`src/design/wdu_pkg.sv`:
```
// Package with register map, field layout and timing constants of the watchdog timer unit
// Behaviour
// RL1: The watchdog counter advances on its own 1 MHz oscillator rate, independent of bus traffic.
// RL2: The count restarts from zero on a restart command, while disabled, and on any chip reset.
// RL3: When the selected period elapses while enabled and unrestarted, the chip is reset.
// RL4: Control register bits 7 to 5 always read zero and ignore writes.
// RL5: The change-unlock bit, once written to one, clears itself four clock cycles later.
// RL6: Writing enable one starts the watchdog; writing zero stops it only while unlock reads one.
// RL7: The three prescaler bits select 16,384 doubling up to 2,097,152 oscillator cycles.
// RL8: With the safety fuse unprogrammed the watchdog starts disabled and may be enabled freely.
// RL9: At the lower level software opens the window with unlock and enable, then commits within four cycles.
// RL10: With the safety fuse programmed the watchdog is always enabled and enable reads one.
// RL11: At the higher level a prescaler change needs the window, and the enable value written is ignored.
// RL12: A time-out drives a chip reset pulse of exactly one system clock cycle.
// RL13: A watchdog reset sets the reset flag, cleared only by power-on reset or a written zero.
// RL14: Restart, enable and prescaler changes reach the oscillator-rate logic without losing events.
package wdu_pkg;
	localparam int unsigned CLK_PERIOD_NS = 10;
	localparam int unsigned WDOSC_PERIOD_NS = 1000;
	localparam int unsigned WDOSC_DIV = WDOSC_PERIOD_NS / CLK_PERIOD_NS;
	localparam int unsigned BASE_TICKS = 16384;
	localparam int unsigned UNLOCK_CYCLES = 4;
	localparam int unsigned CNT_W = 21;
	localparam int unsigned IRQ_W = 2;
	localparam logic [2:0] UNLOCK_LOAD = 3'h4;
	// Register byte offsets
	localparam logic [7:0] OFF_CTRL = 8'h00;
	localparam logic [7:0] OFF_FLAG = 8'h04;
	localparam logic [7:0] OFF_RESTART = 8'h08;
	localparam logic [7:0] OFF_IRQ_STS = 8'h0C;
	localparam logic [7:0] OFF_IRQ_CLR = 8'h10;
	localparam logic [7:0] OFF_IRQ_EN = 8'h14;
	localparam logic [7:0] OFF_COUNT = 8'h18;
	// Control field positions
	localparam int unsigned BIT_UNLOCK = 4;
	localparam int unsigned BIT_ENABLE = 3;
	localparam int unsigned BIT_SEL_HI = 2;
	localparam int unsigned BIT_FLAG = 0;
	localparam int unsigned IRQ_TIMEOUT = 0;
	localparam int unsigned IRQ_UNLOCK = 1;
	localparam logic [2:0] SEL_RESET = 3'h0;
	localparam logic [1:0] RESP_OKAY = 2'h0;
	localparam logic [1:0] RESP_SLVERR = 2'h2;
	localparam logic [31:0] ZERO_WORD = 32'h0000_0000;
	typedef struct packed {
		logic change_unlock;
		logic enable;
		logic [2:0] sel;
	} wdu_ctrl_t;
endpackage

```
`src/design/wdu_top.sv`:
```
// Watchdog timer unit top with AXI4-Lite register slave
//
// The AXI4-Lite interface to the registers and the register offsets are this design's own decisions.
`timescale 1ns/1ps
module wdu_top import wdu_pkg::*; #(
	parameter int unsigned BASE = BASE_TICKS,
	parameter int unsigned DIV = WDOSC_DIV
) (
	// Clock and reset
	input wire logic REF_CLK_IN,
	input wire logic NRST_IN,
	// Safety level fuse, high when programmed
	input wire logic WD_SAFETY_FUSE_IN,
	// AXI4-Lite write address
	input wire logic [7:0] AWADDR_IN,
	input wire logic AWVALID_IN,
	output logic AWREADY_OUT,
	// AXI4-Lite write data
	input wire logic [31:0] WDATA_IN,
	input wire logic [3:0] WSTRB_IN,
	input wire logic WVALID_IN,
	output logic WREADY_OUT,
	// AXI4-Lite write response
	output logic [1:0] BRESP_OUT,
	output logic BVALID_OUT,
	input wire logic BREADY_IN,
	// AXI4-Lite read
	input wire logic [7:0] ARADDR_IN,
	input wire logic ARVALID_IN,
	output logic ARREADY_OUT,
	output logic [31:0] RDATA_OUT,
	output logic [1:0] RRESP_OUT,
	output logic RVALID_OUT,
	input wire logic RREADY_IN,
	// Chip reset request and interrupt
	output logic WD_RESET_OUT,
	output logic IRQ_OUT
);
	function automatic logic is_reg(input logic [7:0] a, input logic [7:0] off);
		is_reg = a == off;
	endfunction
	function automatic logic is_mapped(input logic [7:0] a);
		is_mapped = is_reg(a, OFF_CTRL) || is_reg(a, OFF_FLAG) || is_reg(a, OFF_RESTART)
			|| is_reg(a, OFF_IRQ_STS) || is_reg(a, OFF_IRQ_CLR) || is_reg(a, OFF_IRQ_EN)
			|| is_reg(a, OFF_COUNT);
	endfunction

	// Held write channels
	logic aw_held;
	logic w_held;
	logic [7:0] aw_addr;
	logic [31:0] w_data;
	logic [3:0] w_strb;
	// Control state
	logic fuse;
	logic enable_bit;
	logic [2:0] sel;
	logic [2:0] unlock_cnt;
	logic wd_reset_flag;
	logic [IRQ_W-1:0] irq_sts;
	logic [IRQ_W-1:0] irq_en;
	logic [$clog2(DIV)-1:0] div_cnt;
	logic tick;
	logic [CNT_W-1:0] wd_count;
	logic expire;

	wire wr_fire = aw_held && w_held && !BVALID_OUT;
	wire wr_lane0 = wr_fire && w_strb[0];
	wire wr_ctrl = wr_lane0 && is_reg(aw_addr, OFF_CTRL);
	wire wr_flag = wr_lane0 && is_reg(aw_addr, OFF_FLAG);
	wire wr_restart = wr_lane0 && is_reg(aw_addr, OFF_RESTART);
	wire wr_irq_clr = wr_lane0 && is_reg(aw_addr, OFF_IRQ_CLR);
	wire wr_irq_en = wr_lane0 && is_reg(aw_addr, OFF_IRQ_EN);
	wire wr_ok = is_mapped(aw_addr);
	wire rd_fire = ARVALID_IN && ARREADY_OUT;
	wire rd_ok = is_mapped(ARADDR_IN);

	wire change_unlock = unlock_cnt != 3'h0;
	wire eff_enable = enable_bit || fuse; // [RL10]
	wire wd_unlock_w = w_data[BIT_UNLOCK];
	wire wd_enable_w = w_data[BIT_ENABLE];
	wire [2:0] wd_sel_w = w_data[BIT_SEL_HI:0];

	// Enable: a written one always starts; zero stops only while unlocked, never with the fuse
	wire next_enable = !wr_ctrl ? enable_bit :
		wd_enable_w ? 1'b1 : // [RL6] [RL8]
		(change_unlock && !fuse) ? 1'b0 : enable_bit; // [RL6] [RL9] [RL11]
	// Prescaler changes only inside an open window; the enable written then is irrelevant with the fuse programmed
	wire [2:0] next_sel = (wr_ctrl && change_unlock) ? wd_sel_w : sel; // [RL9] [RL11]
	wire [2:0] next_unlock_cnt = (wr_ctrl && wd_unlock_w) ? UNLOCK_LOAD :
		change_unlock ? unlock_cnt - 3'h1 : 3'h0; // [RL5]

	wire wdu_ctrl_t ctrl_view = '{change_unlock: change_unlock, enable: eff_enable, sel: sel};
	wire [31:0] ctrl_word = {24'h00_0000, 3'h0, ctrl_view}; // [RL4]
	wire [31:0] rd_word =
		is_reg(ARADDR_IN, OFF_CTRL) ? ctrl_word :
		is_reg(ARADDR_IN, OFF_FLAG) ? {31'h0000_0000, wd_reset_flag} :
		is_reg(ARADDR_IN, OFF_IRQ_STS) ? {{(32-IRQ_W){1'b0}}, irq_sts} :
		is_reg(ARADDR_IN, OFF_IRQ_EN) ? {{(32-IRQ_W){1'b0}}, irq_en} :
		is_reg(ARADDR_IN, OFF_COUNT) ? {{(32-CNT_W){1'b0}}, wd_count} : ZERO_WORD;

	wire [IRQ_W-1:0] irq_set = {wr_ctrl && wd_unlock_w, WD_RESET_OUT};
	wire [IRQ_W-1:0] irq_clr = wr_irq_clr ? w_data[IRQ_W-1:0] : '0;
	wire [IRQ_W-1:0] next_irq_sts = (irq_sts & ~irq_clr) | irq_set;
	wire next_irq = |(next_irq_sts & irq_en);

	// Restart on command, on our own chip reset pulse, or while disabled
	wire restart = wr_restart || WD_RESET_OUT; // [RL2]
	wire wdu_ctrl_t cnt_cfg = '{change_unlock: change_unlock, enable: eff_enable, sel: sel};

	// Oscillator-rate enable pulse
	always_ff @(posedge REF_CLK_IN) begin
		if (!NRST_IN) begin
			div_cnt <= '0;
			tick <= 1'b0;
		end else begin
			tick <= div_cnt == $bits(div_cnt)'(DIV - 1); // [RL1]
			div_cnt <= (div_cnt == $bits(div_cnt)'(DIV - 1)) ? '0 : div_cnt + 1'b1;
		end
	end

	// Single clock, so configuration and restart take effect at the next edge [RL14]
	wdu_counter #(
		.BASE(BASE)
	) u_counter (
		.clk_in(REF_CLK_IN),
		.rst_n_in(NRST_IN),
		.tick_in(tick),
		.restart_in(restart),
		.cfg_in(cnt_cfg),
		.count_out(wd_count),
		.expire_out(expire)
	);

	// Write channels
	always_ff @(posedge REF_CLK_IN) begin
		if (!NRST_IN) begin
			aw_held <= 1'b0;
			w_held <= 1'b0;
			aw_addr <= 8'h00;
			w_data <= ZERO_WORD;
			w_strb <= 4'h0;
			AWREADY_OUT <= 1'b1;
			WREADY_OUT <= 1'b1;
			BVALID_OUT <= 1'b0;
			BRESP_OUT <= RESP_OKAY;
		end else begin
			if (AWVALID_IN && AWREADY_OUT) begin
				aw_held <= 1'b1;
				aw_addr <= AWADDR_IN;
				AWREADY_OUT <= 1'b0;
			end
			if (WVALID_IN && WREADY_OUT) begin
				w_held <= 1'b1;
				w_data <= WDATA_IN;
				w_strb <= WSTRB_IN;
				WREADY_OUT <= 1'b0;
			end
			if (wr_fire) begin
				aw_held <= 1'b0;
				w_held <= 1'b0;
				BVALID_OUT <= 1'b1;
				BRESP_OUT <= wr_ok ? RESP_OKAY : RESP_SLVERR;
			end
			if (BVALID_OUT && BREADY_IN) begin
				BVALID_OUT <= 1'b0;
				AWREADY_OUT <= 1'b1;
				WREADY_OUT <= 1'b1;
			end
		end
	end

	// Read channel
	always_ff @(posedge REF_CLK_IN) begin
		if (!NRST_IN) begin
			ARREADY_OUT <= 1'b1;
			RVALID_OUT <= 1'b0;
			RDATA_OUT <= ZERO_WORD;
			RRESP_OUT <= RESP_OKAY;
		end else if (rd_fire) begin
			ARREADY_OUT <= 1'b0;
			RVALID_OUT <= 1'b1;
			RDATA_OUT <= rd_word;
			RRESP_OUT <= rd_ok ? RESP_OKAY : RESP_SLVERR;
		end else if (RVALID_OUT && RREADY_IN) begin
			ARREADY_OUT <= 1'b1;
			RVALID_OUT <= 1'b0;
		end
	end

	// Control register and fuse level
	always_ff @(posedge REF_CLK_IN) begin
		if (!NRST_IN) begin
			fuse <= 1'b0;
			enable_bit <= 1'b0; // [RL8]
			sel <= SEL_RESET;
			unlock_cnt <= 3'h0;
		end else begin
			fuse <= WD_SAFETY_FUSE_IN;
			enable_bit <= next_enable;
			sel <= next_sel;
			unlock_cnt <= WD_RESET_OUT ? 3'h0 : next_unlock_cnt;
		end
	end

	// Reset pulse, reset flag and interrupt
	always_ff @(posedge REF_CLK_IN) begin
		if (!NRST_IN) begin
			WD_RESET_OUT <= 1'b0;
			wd_reset_flag <= 1'b0; // [RL13]
			irq_sts <= '0;
			irq_en <= '0;
			IRQ_OUT <= 1'b0;
		end else begin
			WD_RESET_OUT <= expire && !WD_RESET_OUT; // [RL3] [RL12]
			if (WD_RESET_OUT) begin
				wd_reset_flag <= 1'b1; // [RL13]
			end else if (wr_flag && !w_data[BIT_FLAG]) begin
				wd_reset_flag <= 1'b0; // [RL13]
			end
			irq_sts <= next_irq_sts;
			if (wr_irq_en) begin
				irq_en <= w_data[IRQ_W-1:0];
			end
			IRQ_OUT <= next_irq;
		end
	end
endmodule

```
`src/design/wdu_counter.sv`:
```
// Oscillator-rate watchdog counter with prescaled time-out detection
`timescale 1ns/1ps
module wdu_counter import wdu_pkg::*; #(
	parameter int unsigned BASE = BASE_TICKS
) (
	input wire logic clk_in,
	input wire logic rst_n_in,
	input wire logic tick_in,
	input wire logic restart_in,
	input wire wdu_ctrl_t cfg_in,
	output logic [CNT_W-1:0] count_out,
	output logic expire_out
);
	logic [CNT_W-1:0] count;
	wire [CNT_W-1:0] limit = CNT_W'(BASE) << cfg_in.sel; // [RL7]
	wire at_end = count == (limit - CNT_W'(1));
	assign expire_out = tick_in && at_end && cfg_in.enable; // [RL3]
	assign count_out = count;
	always_ff @(posedge clk_in) begin
		if (!rst_n_in || restart_in || !cfg_in.enable || expire_out) begin
			count <= '0; // [RL2]
		end else if (tick_in) begin
			count <= count + CNT_W'(1); // [RL1]
		end
	end
endmodule

```
`config.mk`:
```
export PLATFORM = sky130hd
export DESIGN_NAME = wdu_top
export DESIGN_NICKNAME = d
export VERILOG_FILES = /design/src/design/wdu_pkg.sv /design/src/design/wdu_top.sv /design/src/design/wdu_counter.sv
export SDC_FILE = /design/constraint.sdc
export NUM_CORES = 1
export LEC_CHECK = 0
export ABC_AREA = 1
export BUFFER_PORTS_ARGS = -buffer_cell sky130_fd_sc_hd__buf_2
export CORE_MARGIN = 3
export CORE_UTILIZATION = 46
export DETAILED_ROUTE_END_ITERATION = 6
export PLACE_DENSITY = 0.76
export SLEW_MARGIN = 0
export SYNTH_ARGS = -nofsm -noshare
export SYNTH_HDL_FRONTEND = slang
export SYNTH_SLANG_ARGS = --single-unit
```
`constraint.sdc`:
```
create_clock -name REF_CLK_IN -period 3.3 [get_ports REF_CLK_IN]
set_clock_uncertainty 0.05 [all_clocks]
set_input_delay 0.165 -clock REF_CLK_IN [delete_from_list [all_inputs] [get_ports REF_CLK_IN]]
set_output_delay 0.165 -clock REF_CLK_IN [all_outputs]
set_load 0.005 [all_outputs]
```
==> run summary, run 1 <==
- largest cells by area after synthesis: sky130_fd_sc_hd__dfxtp_1 43%, sky130_fd_sc_hd__nand2_1 13%, sky130_fd_sc_hd__nor2_1 8.4%
- iteration-0 DRC count of the detailed router: 160
- final-layout fill cell count: 842
- wire length of the first global-routing pass: 15200 um
- outcome: finished clean
- number of pins with negative max-slew slack in the final report: 0
- CP max FO: 21
- number of distinct library cells after synthesis: 36
- Required @ worst endpoint: 3470 ps
- gate count of the mapped netlist: 588
- transition at the pin with the smallest max-transition slack: 752 ps
- Die Footprint: 10100 um^2
- cell-by-cell trace of the critical path: nand2_1, nor2_2, nand2_1, nor2_1, nand2_1, nor2_1, nand2_1, nand2_2, nor2_1
- buffering stage count on the worst path with inverters included: 0
- crit path kind: reg -> reg
- Wirelength per Cell: 11.7 um
- number of nets in the layout: 710
- Synth Area in Simple Gates: 0.321
- capturing element type of the critical path: flop
- post-route ant nets: 0
- data arrival time of the critical path: 2260 ps
- number of sinks on the clock net: 88
- fraction of synthesized area in multiplexers: 0
- RSZ-0062 raised after global routing: no
- final worst-path setup slack: 1210 ps
- XOR/XNOR share of the synthesized area: 0.0278
- post-synthesis register bit count: 88
- post-synthesis to final-layout area growth: 13.0%
- final-report hold violation count: 0
- Post-route DRC: 0
- overall track demand over capacity in global routing: 0.183
- Total Negative Setup Slacks: 0 ps
- primary flip-flop cell chosen by synthesis mapping: sky130_fd_sc_hd__dfxtp_1
- Highest Clock Rate: 479 MHz
- pre-CTS setup slack: 1220 ps
- area fraction of the dominant cell type after synthesis: 0.430
- worst-case headroom to the max-slew limit: 0.497
- total detailed-routing wirelength: 8820 um
- Syn Area/Cell: 6.97 um^2
- Core Region: 8420 um^2
- cell area after placement: 4410 um^2
- die outline height: 100 um
- Ant. Diodes: 0
- clock-pin slew reported for the worst setup and hold paths after clock tree synthesis: 80 ps
- half-perimeter wire length after placement: 6560 um
- cells resized by post-CTS repair: 0
- cell mode on critical path: sky130_fd_sc_hd__nand2_1
- Worst path top cell family by delay: simple AND/OR/NAND/NOR gates
- Initial Utilization: 0.487
- fraction of final layout cells with drive strength greater than 1: 0.144
- Critical-path top delay cell: sky130_fd_sc_hd__dfxtp_1
- Synth area leader: sky130_fd_sc_hd__dfxtp_1
- post-CTS setup repair buffer count: 0
- CTS HTree Levels: 3
- clock latency reported for the late side of the worst-skew pair: 350 ps
- worst hold-check path type: in -> reg
- Final setup violation count: 0
- via count of the first global-routing pass: 3583
- final standard cell area without fillers: 4630 um^2
- number of warnings issued by yosys: 0
- number of I/O port buffers: 59
- number of buffers between clock root and the deepest sink: 2
- Max Cap Violations: 0
- number of flops mapped to enable cells by yosys: 0
- root buffer selected by CTS: sky130_fd_sc_hd__clkbuf_8
- top-level port count: 103
- TritonCTS clock tree: done
- power density normalized to cell area: 461 nW/um^2
- maximum number of pins on one net before global-route repair: 30
- RePlAce Congestion: 0.860
- Site Rows: 33
- Post-Synthesis Cell Area: 4100 um^2
- Synth Area in Adders: 0.0122
- Vias per Instance: 5.04
- cts bufs inserted: 9
- share of the clock period used by the worst path: 0.633
- most used standard cell by instance count after synthesis: sky130_fd_sc_hd__nand2_1
- grt ovf: 0
- main combinational cell family by area after synthesis: simple AND/OR/NAND/NOR gates
- leakage dissipation: 1.98 nW
- Compound-Gate Fraction of Synth Area: 0.107
- Seq/Total Area, Yosys: 0.430
- largest stage delay on the critical path: 640 ps
- Worst VDD drop: 0.296 mV
- Startpoint Class: flop
- antenna violations before repair: 0
- Chip Width: 100 um
- Detailed Routing Iterations Pass 1: 5
- Vias: 3814
- post-route minimum period: 2090 ps
- share of synthesized registers carrying an async set or reset: 0
- most frequent cells after synthesis: 142 x sky130_fd_sc_hd__nand2_1, 92 x sky130_fd_sc_hd__nor2_1, 88 x sky130_fd_sc_hd__dfxtp_1
[layout by cell type, fill, tap and decap left out, types with 2 or more instances in the layout]
cell / n
sky130_fd_sc_hd__nand2_1: 142
sky130_fd_sc_hd__nor2_1: 92
sky130_fd_sc_hd__dfxtp_1: 88
sky130_fd_sc_hd__inv_1: 62
sky130_fd_sc_hd__buf_2: 59
sky130_fd_sc_hd__nand3_1: 45
sky130_fd_sc_hd__a21oi_1: 45
sky130_fd_sc_hd__o21ai_0: 27
sky130_fd_sc_hd__conb_1: 13
sky130_fd_sc_hd__clkbuf_8: 10
sky130_fd_sc_hd__xor2_1: 9
sky130_fd_sc_hd__nand4_1: 6
sky130_fd_sc_hd__nor3_1: 4
sky130_fd_sc_hd__nor2_2: 4
sky130_fd_sc_hd__a21oi_2: 4
sky130_fd_sc_hd__xnor2_1: 4
sky130_fd_sc_hd__ha_1: 4
sky130_fd_sc_hd__nor2_4: 3
sky130_fd_sc_hd__nor3_2: 3
sky130_fd_sc_hd__nand3b_1: 2
sky130_fd_sc_hd__nand2_2: 2
sky130_fd_sc_hd__nor3b_1: 2
sky130_fd_sc_hd__clkinv_2: 2
sky130_fd_sc_hd__clkinv_4: 2
sky130_fd_sc_hd__dlygate4sd3_1: 2
sky130_fd_sc_hd__buf_4: 2
[repair_timing]
| item | 4_1_cts | 5_1_grt |
|---|---|---|
| endpoints found under the setup margin | 0 | 0 |
| hold endpoints to repair | 2 | 0 |
| hold buffers | 2 | 0 |
[sequential cells by signal, indices dropped and copies added, names as in the netlist, 2 cells and up]
signal,count
div_cnt,7
irq_en,2
sel,3
w_data,5
unlock_cnt,3
irq_sts,2
aw_addr,8
RDATA_OUT,21
u_counter.count_out,21
[layer usage]
metal | routed length [um] | GRT usage
met5 | 0 | 0
met4 | 131 | 0.0570
met3 | 499 | 0.0438
met2 | 4360 | 0.333
met1 | 3820 | 0.210
[power by group]
| group | switching [mW] | total (mW) | internal [mW] |
|---|---|---|---|
| sequential | 0.0268 | 1.14 | 1.11 |
| clock | 0.381 | 0.754 | 0.373 |
| combinational | 0.156 | 0.242 | 0.0859 |
| total | 0.564 | 2.13 | 1.57 |
[through the flow]
step / total power, mW / std cells / hold slack, ps / utilization
5_1_grt: 2.25 / 756 / 7.51 / 0.550
3_3_place_gp: 1.39 / 738 / 307 / 0.523
2_1_floorplan: 1.34 / 600 / 213 / -
6_report: 2.13 / 756 / 15.6 / 0.550
4_1_cts: 2.16 / 756 / 4.29 / 0.550
3_5_place_dp: 1.40 / 738 / 308 / 0.523
[area by class of cell]
class / instances / area (um^2) / area share
clock buffer: 10 / 138 / 0.0297
clock inverter: 6 / 66.3 / 0.0143
inverter: 63 / 236 / 0.0511
multi-input combinational: 421 / 1970 / 0.425
sequential: 88 / 1760 / 0.380
tap: 105 / 131 / 0.0284
timing repair buffer: 63 / 330 / 0.0713
[final timing paths]
check	cells past startpoint	to	start	slack, ps
worst max-delay path	9	u_counter.count_out[14]	tick	1210
worst min-delay path	3	w_data[2]	WDATA_IN[2]	20
worst max register to register	9	u_counter.count_out[14]	tick	1210
worst min register to register	1	unlock_cnt[0]	unlock_cnt[0]	370
[logic make-up (layout without fill, tap and decap cells)]
family                     count (synthesis)  after routing
other                                      1             13
xor gates and xnor gates                  13             13
buffers and inverters                     91            142
adders and majority gates                  4              4
DFF                                       88             88
AOI/OAI and AO/OA                         82             82
and+or+nand+nor                          309            309
[worst min-delay path, stage by stage]
cell and delay, ps:
sky130_fd_sc_hd__buf_2 70, sky130_fd_sc_hd__o21ai_0 70, sky130_fd_sc_hd__nor2_1 80
Note: power is estimated with default switching activity, not from simulation.
==> run 2: changes to the inputs <==
clock period = 2.2 ns   (was 3.3 ns; I/O delays follow)
==> run 2 against run 1 <==
Net effect: register-to-register slack worse by 850 ps; first-iteration DRC count shrank 22%; flip-flop and latch count is the same; power grew 53%; count of clock-buffer cells in the layout decreased by 1; maximum frequency rose by 14%; global-route usage shrank 0.073 points; critical path type unchanged.
==> run summary, run 2 (synthesis results as in run 1) <==
- Post-route DRC: 0
- number of pins with negative max-slew slack in the final report: 0
- pre-CTS setup slack: 365 ps
- Wirelength per Cell: 11.5 um
- clock-pin slew reported for the worst setup and hold paths after clock tree synthesis: 100 ps
- outcome: finished clean
- power density normalized to cell area: 681 nW/um^2
- half-perimeter wire length after placement: 6480 um
- final worst-path setup slack: 360 ps
- number of buffers between clock root and the deepest sink: 2
- die outline height: 100 um
- total power of the final layout: 3.26 mW
- Startpoint Class: flop
- antenna violations before repair: 0
- largest stage delay on the critical path: 510 ps
- post-CTS setup repair buffer count: 0
- total detailed-routing wirelength: 8890 um
- crit path kind: reg -> reg
- Site Rows: 33
- leakage dissipation: 2.05 nW
- Vias: 3829
- overall track demand over capacity in global routing: 0.182
- Core Region: 8420 um^2
- Initial Utilization: 0.487
- RePlAce Congestion: 0.891
- count of hold-fix buffers inserted at cts: 15
- Detailed Routing Iterations Pass 1: 4
- Chip Width: 100 um
- post-synthesis to final-layout area growth: 16.7%
- buffering stage count on the worst path with inverters included: 1
- RSZ-0062 raised after global routing: no
- most common cell after layout, fill and taps aside: sky130_fd_sc_hd__nand2_1
- Die Footprint: 10100 um^2
- Required @ worst endpoint: 2380 ps
- Worst path top cell family by delay: simple AND/OR/NAND/NOR gates
- number of I/O port buffers: 59
- most used cells in the layout excluding fill and tap cells: 142 x sky130_fd_sc_hd__nand2_1, 92 x sky130_fd_sc_hd__nor2_1, 88 x sky130_fd_sc_hd__dfxtp_1, 62 x sky130_fd_sc_hd__inv_1, 59 x sky130_fd_sc_hd__buf_2
- iteration-0 DRC count of the detailed router: 125
- cts bufs inserted: 9
- post-route ant nets: 0
- cells resized by post-CTS repair: 0
- cell-by-cell trace of the critical path: inv_1, nand2_1, nand3_1, nor2_1, nand2_1, nor2_1, nand2_1, nand2_2, nor2_1
- CP max FO: 21
- Ant. Diodes: 0
- Vias per Instance: 4.97
- top-level port count: 103
- TritonCTS clock tree: done
- worst hold-check path type: in -> reg
- Final setup violation count: 0
- fraction of final layout cells with drive strength greater than 1: 0.144
- maximum number of pins on one net before global-route repair: 30
- CTS HTree Levels: 3
- Max Cap Violations: 0
- wire length of the first global-routing pass: 15300 um
- number of nets in the layout: 725
- clock latency reported for the late side of the worst-skew pair: 370 ps
- number of sinks on the clock net: 88
- post-route minimum period: 1840 ps
- final-report hold violation count: 0
- Total Negative Setup Slacks: 0 ps
- via count of the first global-routing pass: 3720
- Critical-path top delay cell: sky130_fd_sc_hd__dfxtp_1
- Worst VDD drop: 0.323 mV
- data arrival time of the critical path: 2020 ps
- grt ovf: 0
- share of the clock period used by the worst path: 0.836
- root buffer selected by CTS: sky130_fd_sc_hd__clkbuf_8
- WHS: 0.434 ps
- Highest Clock Rate: 543 MHz
- capturing element type of the critical path: flop
run 2: changes by cell type in the layout (fill, tap and decap cells not counted):
cell	before	now
sky130_fd_sc_hd__dlygate4sd3_1	2	15
sky130_fd_sc_hd__buf_4	2	4
sky130_fd_sc_hd__inv_6	1	3
sky130_fd_sc_hd__clkbuf_8	10	9
sky130_fd_sc_hd__clkinv_2	2	1
sky130_fd_sc_hd__clkinv_4	2	1
sky130_fd_sc_hd__clkinv_8	0	1
run 2: final cells by class:
type                    instances  area (um^2)
flip-flops and latches         88         1760
clock inverters                 7         86.3
repair buffers                 78          475
clock buffers                   9          124
well taps                     105          131
multi-input cells             421         1970
inverters                      63          236
fillers                       802         3640
run 2: worst paths after layout:
| check | from | to | slack, ps | depth (start not counted) |
|---|---|---|---|---|
| setup / recovery | sel[2] | u_counter.count_out[12] | 360 | 9 |
| hold / removal | WSTRB_IN[0] | w_strb[0] | 0.4 | 3 |
| setup reg to reg | sel[2] | u_counter.count_out[12] | 360 | 9 |
| hold reg to reg | unlock_cnt[0] | unlock_cnt[0] | 370 | 1 |
run 2: routing by layer:
layer,wire (um),global-route usage
met1,3970,0.216
met2,4360,0.332
met3,453,0.0285
met4,112,0.0622
met5,0,0
run 2: report_power, final:
part	internal (mW)	total, mW	switching [mW]
Clock	0.547	1.17	0.627
Combinational	0.145	0.378	0.233
Sequential	1.67	1.71	0.0398
run 2: metrics by stage:
step | util | cells | instance area (um^2)
floorplan | - | 600 | 4150
global placement | 0.525 | 740 | 4420
detailed placement | 0.525 | 740 | 4420
CTS | 0.568 | 771 | 4780
global route | 0.568 | 771 | 4780
finish | 0.568 | 771 | 4780
run 2: worst reg2reg max path, cell delays in order (launching register included):
cell and delay (ps):
sky130_fd_sc_hd__dfxtp_1 510, sky130_fd_sc_hd__inv_1 180, sky130_fd_sc_hd__nand2_1 90, sky130_fd_sc_hd__nand3_1 70
sky130_fd_sc_hd__nor2_1 90, sky130_fd_sc_hd__nand2_1 60, sky130_fd_sc_hd__nor2_1 100, sky130_fd_sc_hd__nand2_1 80
sky130_fd_sc_hd__nand2_2 370, sky130_fd_sc_hd__nor2_1 120
==> run 3: changes to the inputs <==
clock period = 1.8 ns   (was 2.2 ns; I/O delays follow)
==> run 3 against run 2 <==
Net effect: sequential share of layout area down 0.25 points; maximum frequency up 15%; flip-flop and latch count unchanged; final area up 0.84%; clock power up 10%; sequential power up 22%; register-to-register slack worse by 160 ps; non-clock buffer count up 5; die area unchanged; final cell count up 0.65%; global-route usage up 0.43 points; count of clock-buffer cells in the layout up 2; critical path type unchanged.
==> run summary, run 3 (synthesis results as in run 1) <==
- Site Rows: 33
- share of the clock period used by the worst path: 0.890
- number of pins with negative max-slew slack in the final report: 0
- switching portion of total power: 0.271
- cell area after placement: 4460 um^2
- number of buffers between clock root and the deepest sink: 2
- Ant. Diodes: 0
- Vias: 3858
- number of I/O port buffers: 59
- net load switching power: 1.05 mW
- antenna violations before repair: 0
- met2 Use GR: 0.349
- most used cells in the layout excluding fill and tap cells: 142 x sky130_fd_sc_hd__nand2_1, 92 x sky130_fd_sc_hd__nor2_1, 86 x sky130_fd_sc_hd__dfxtp_1, 62 x sky130_fd_sc_hd__inv_1, 59 x sky130_fd_sc_hd__buf_2
- total detailed-routing wirelength: 9070 um
- most common cell after layout, fill and taps aside: sky130_fd_sc_hd__nand2_1
- total area of multi-input combinational cells: 1970 um^2
- iteration-0 DRC count of the detailed router: 116
- Detailed Routing Iterations Pass 1: 4
- data arrival time of the critical path: 1810 ps
- Chip Width: 100 um
- capturing element type of the critical path: flop
- power density normalized to cell area: 799 nW/um^2
- RePlAce Congestion: 0.873
- clock-pin slew reported for the worst setup and hold paths after clock tree synthesis: 90 ps
- post-CTS setup repair buffer count: 0
- leakage dissipation: 2.06 nW
- clock latency reported for the late side of the worst-skew pair: 360 ps
- Die Footprint: 10100 um^2
- outcome: finished clean
- Wirelength per Cell: 11.7 um
- wire length of the first global-routing pass: 15500 um
- cts bufs inserted: 9
- grt ovf: 0
- proportion of power drawn by combinational gates: 0.123
- RSZ-0062 raised after global routing: no
- Post-route DRC: 0
- Startpoint Class: flop
- post-route minimum period: 1600 ps
- crit path kind: reg -> reg
- Initial Utilization: 0.487
- top-level port count: 103
- Worst VDD drop: 0.565 mV
- Vias per Instance: 4.97
- grt met3 use: 0.0354
- Final setup violation count: 0
- met1 Resource Use GR: 0.207
- maximum number of pins on one net before global-route repair: 30
- TritonCTS clock tree: done
- number of sinks on the clock net: 88
- final-layout fill cell count: 794
- CTS HTree Levels: 3
- Highest Clock Rate: 624 MHz
- Required @ worst endpoint: 2010 ps
- fraction of final layout cells with drive strength greater than 1: 0.152
- Max Cap Violations: 0
- WHS: 88.0 ps
- Total Negative Setup Slacks: 0 ps
- Final Instance Count excl. Fillers: 776
- root buffer selected by CTS: sky130_fd_sc_hd__clkbuf_8
- area taken by flip-flops and latches: 1760 um^2
- Core Region: 8420 um^2
- global route hottest layer: met2
- half-perimeter wire length after placement: 6600 um
- dpl cells: 743
- internal power: 2.81 mW
- via count of the first global-routing pass: 3752
- final standard cell area without fillers: 4820 um^2
- die outline height: 100 um
- worst hold-check path type: in -> reg
- part of the power in registers: 0.541
- Clock Power Share: 0.336
- overall track demand over capacity in global routing: 0.186
- total power of the final layout: 3.85 mW
- CP max FO: 21
- post-route ant nets: 0
- number of nets in the layout: 730
- post-synthesis to final-layout area growth: 17.6%
- final-report hold violation count: 0
==> run 3: cell count changes in the layout (fill, tap and decap cells not counted), moves of 2 or more <==
cell,previous run,this run
sky130_fd_sc_hd__buf_4,4,6
sky130_fd_sc_hd__clkbuf_8,9,11
sky130_fd_sc_hd__dfxtp_1,88,86
sky130_fd_sc_hd__dfxtp_2,0,2
sky130_fd_sc_hd__dlygate4sd3_1,15,17
==> run 3: path summary, 6_finish.rpt <==
kind                           startpoint                 endpoint  slack, ps  cells past startpoint
setup / recovery  u_counter.count_out[13]  u_counter.count_out[12]        200                     10
hold / removal                    NRST_IN            unlock_cnt[2]         90                      5
setup reg to reg  u_counter.count_out[13]  u_counter.count_out[12]        200                     10
hold reg to reg             unlock_cnt[0]            unlock_cnt[0]        360                      1
==> run 3: power groups by stage <==
stage / clock (mW) / sequential, mW / combinational, mW
CTS: 1.34 / 2.08 / 0.479
finish: 1.29 / 2.08 / 0.475
global route: 1.41 / 2.09 / 0.560
detailed placement: 0 / 2.13 / 0.450
floorplan: 0 / 2.12 / 0.332
global placement: 0 / 2.13 / 0.428
==> run 3: repair_timing <==
item	in CTS	in global routing
hold buffers	17	0
hold endpoints to repair	19	0
gates resized for setup	0	3
endpoints found under the setup margin	0	21
==> run 3: layout make-up <==
| class | instances | area share |
|---|---|---|
| multi-input combinational | 421 | 0.409 |
| sequential | 88 | 0.366 |
| timing repair buffer | 83 | 0.110 |
| inverter | 63 | 0.0490 |
| clock buffer | 11 | 0.0314 |
| tap | 105 | 0.0272 |
| clock inverter | 5 | 0.00804 |
==> run 3: metrics by stage <==
step	util	setup WS, ps
floorplan	-	389
global placement	0.529	183
detailed placement	0.529	175
CTS	0.572	156
global route	0.573	12.0
finish	0.573	198
==> run 3: worst max-delay path, stage by stage (launching register included) <==
cell and delay, ps:
sky130_fd_sc_hd__dfxtp_1 400, sky130_fd_sc_hd__inv_1 110, sky130_fd_sc_hd__nor2_2 210, sky130_fd_sc_hd__nand2_1 80
sky130_fd_sc_hd__nor2_1 100, sky130_fd_sc_hd__nand2_1 50, sky130_fd_sc_hd__nor2_1 100, sky130_fd_sc_hd__nand2_1 90
sky130_fd_sc_hd__nand2_2 90, sky130_fd_sc_hd__buf_12 160, sky130_fd_sc_hd__nor2_1 60
==> run 3: layer usage <==
metal,routed length [um],part of all wire
met3,373,0.041
met1,3980,0.44
met5,0,0
met2,4550,0.50
met4,168,0.019
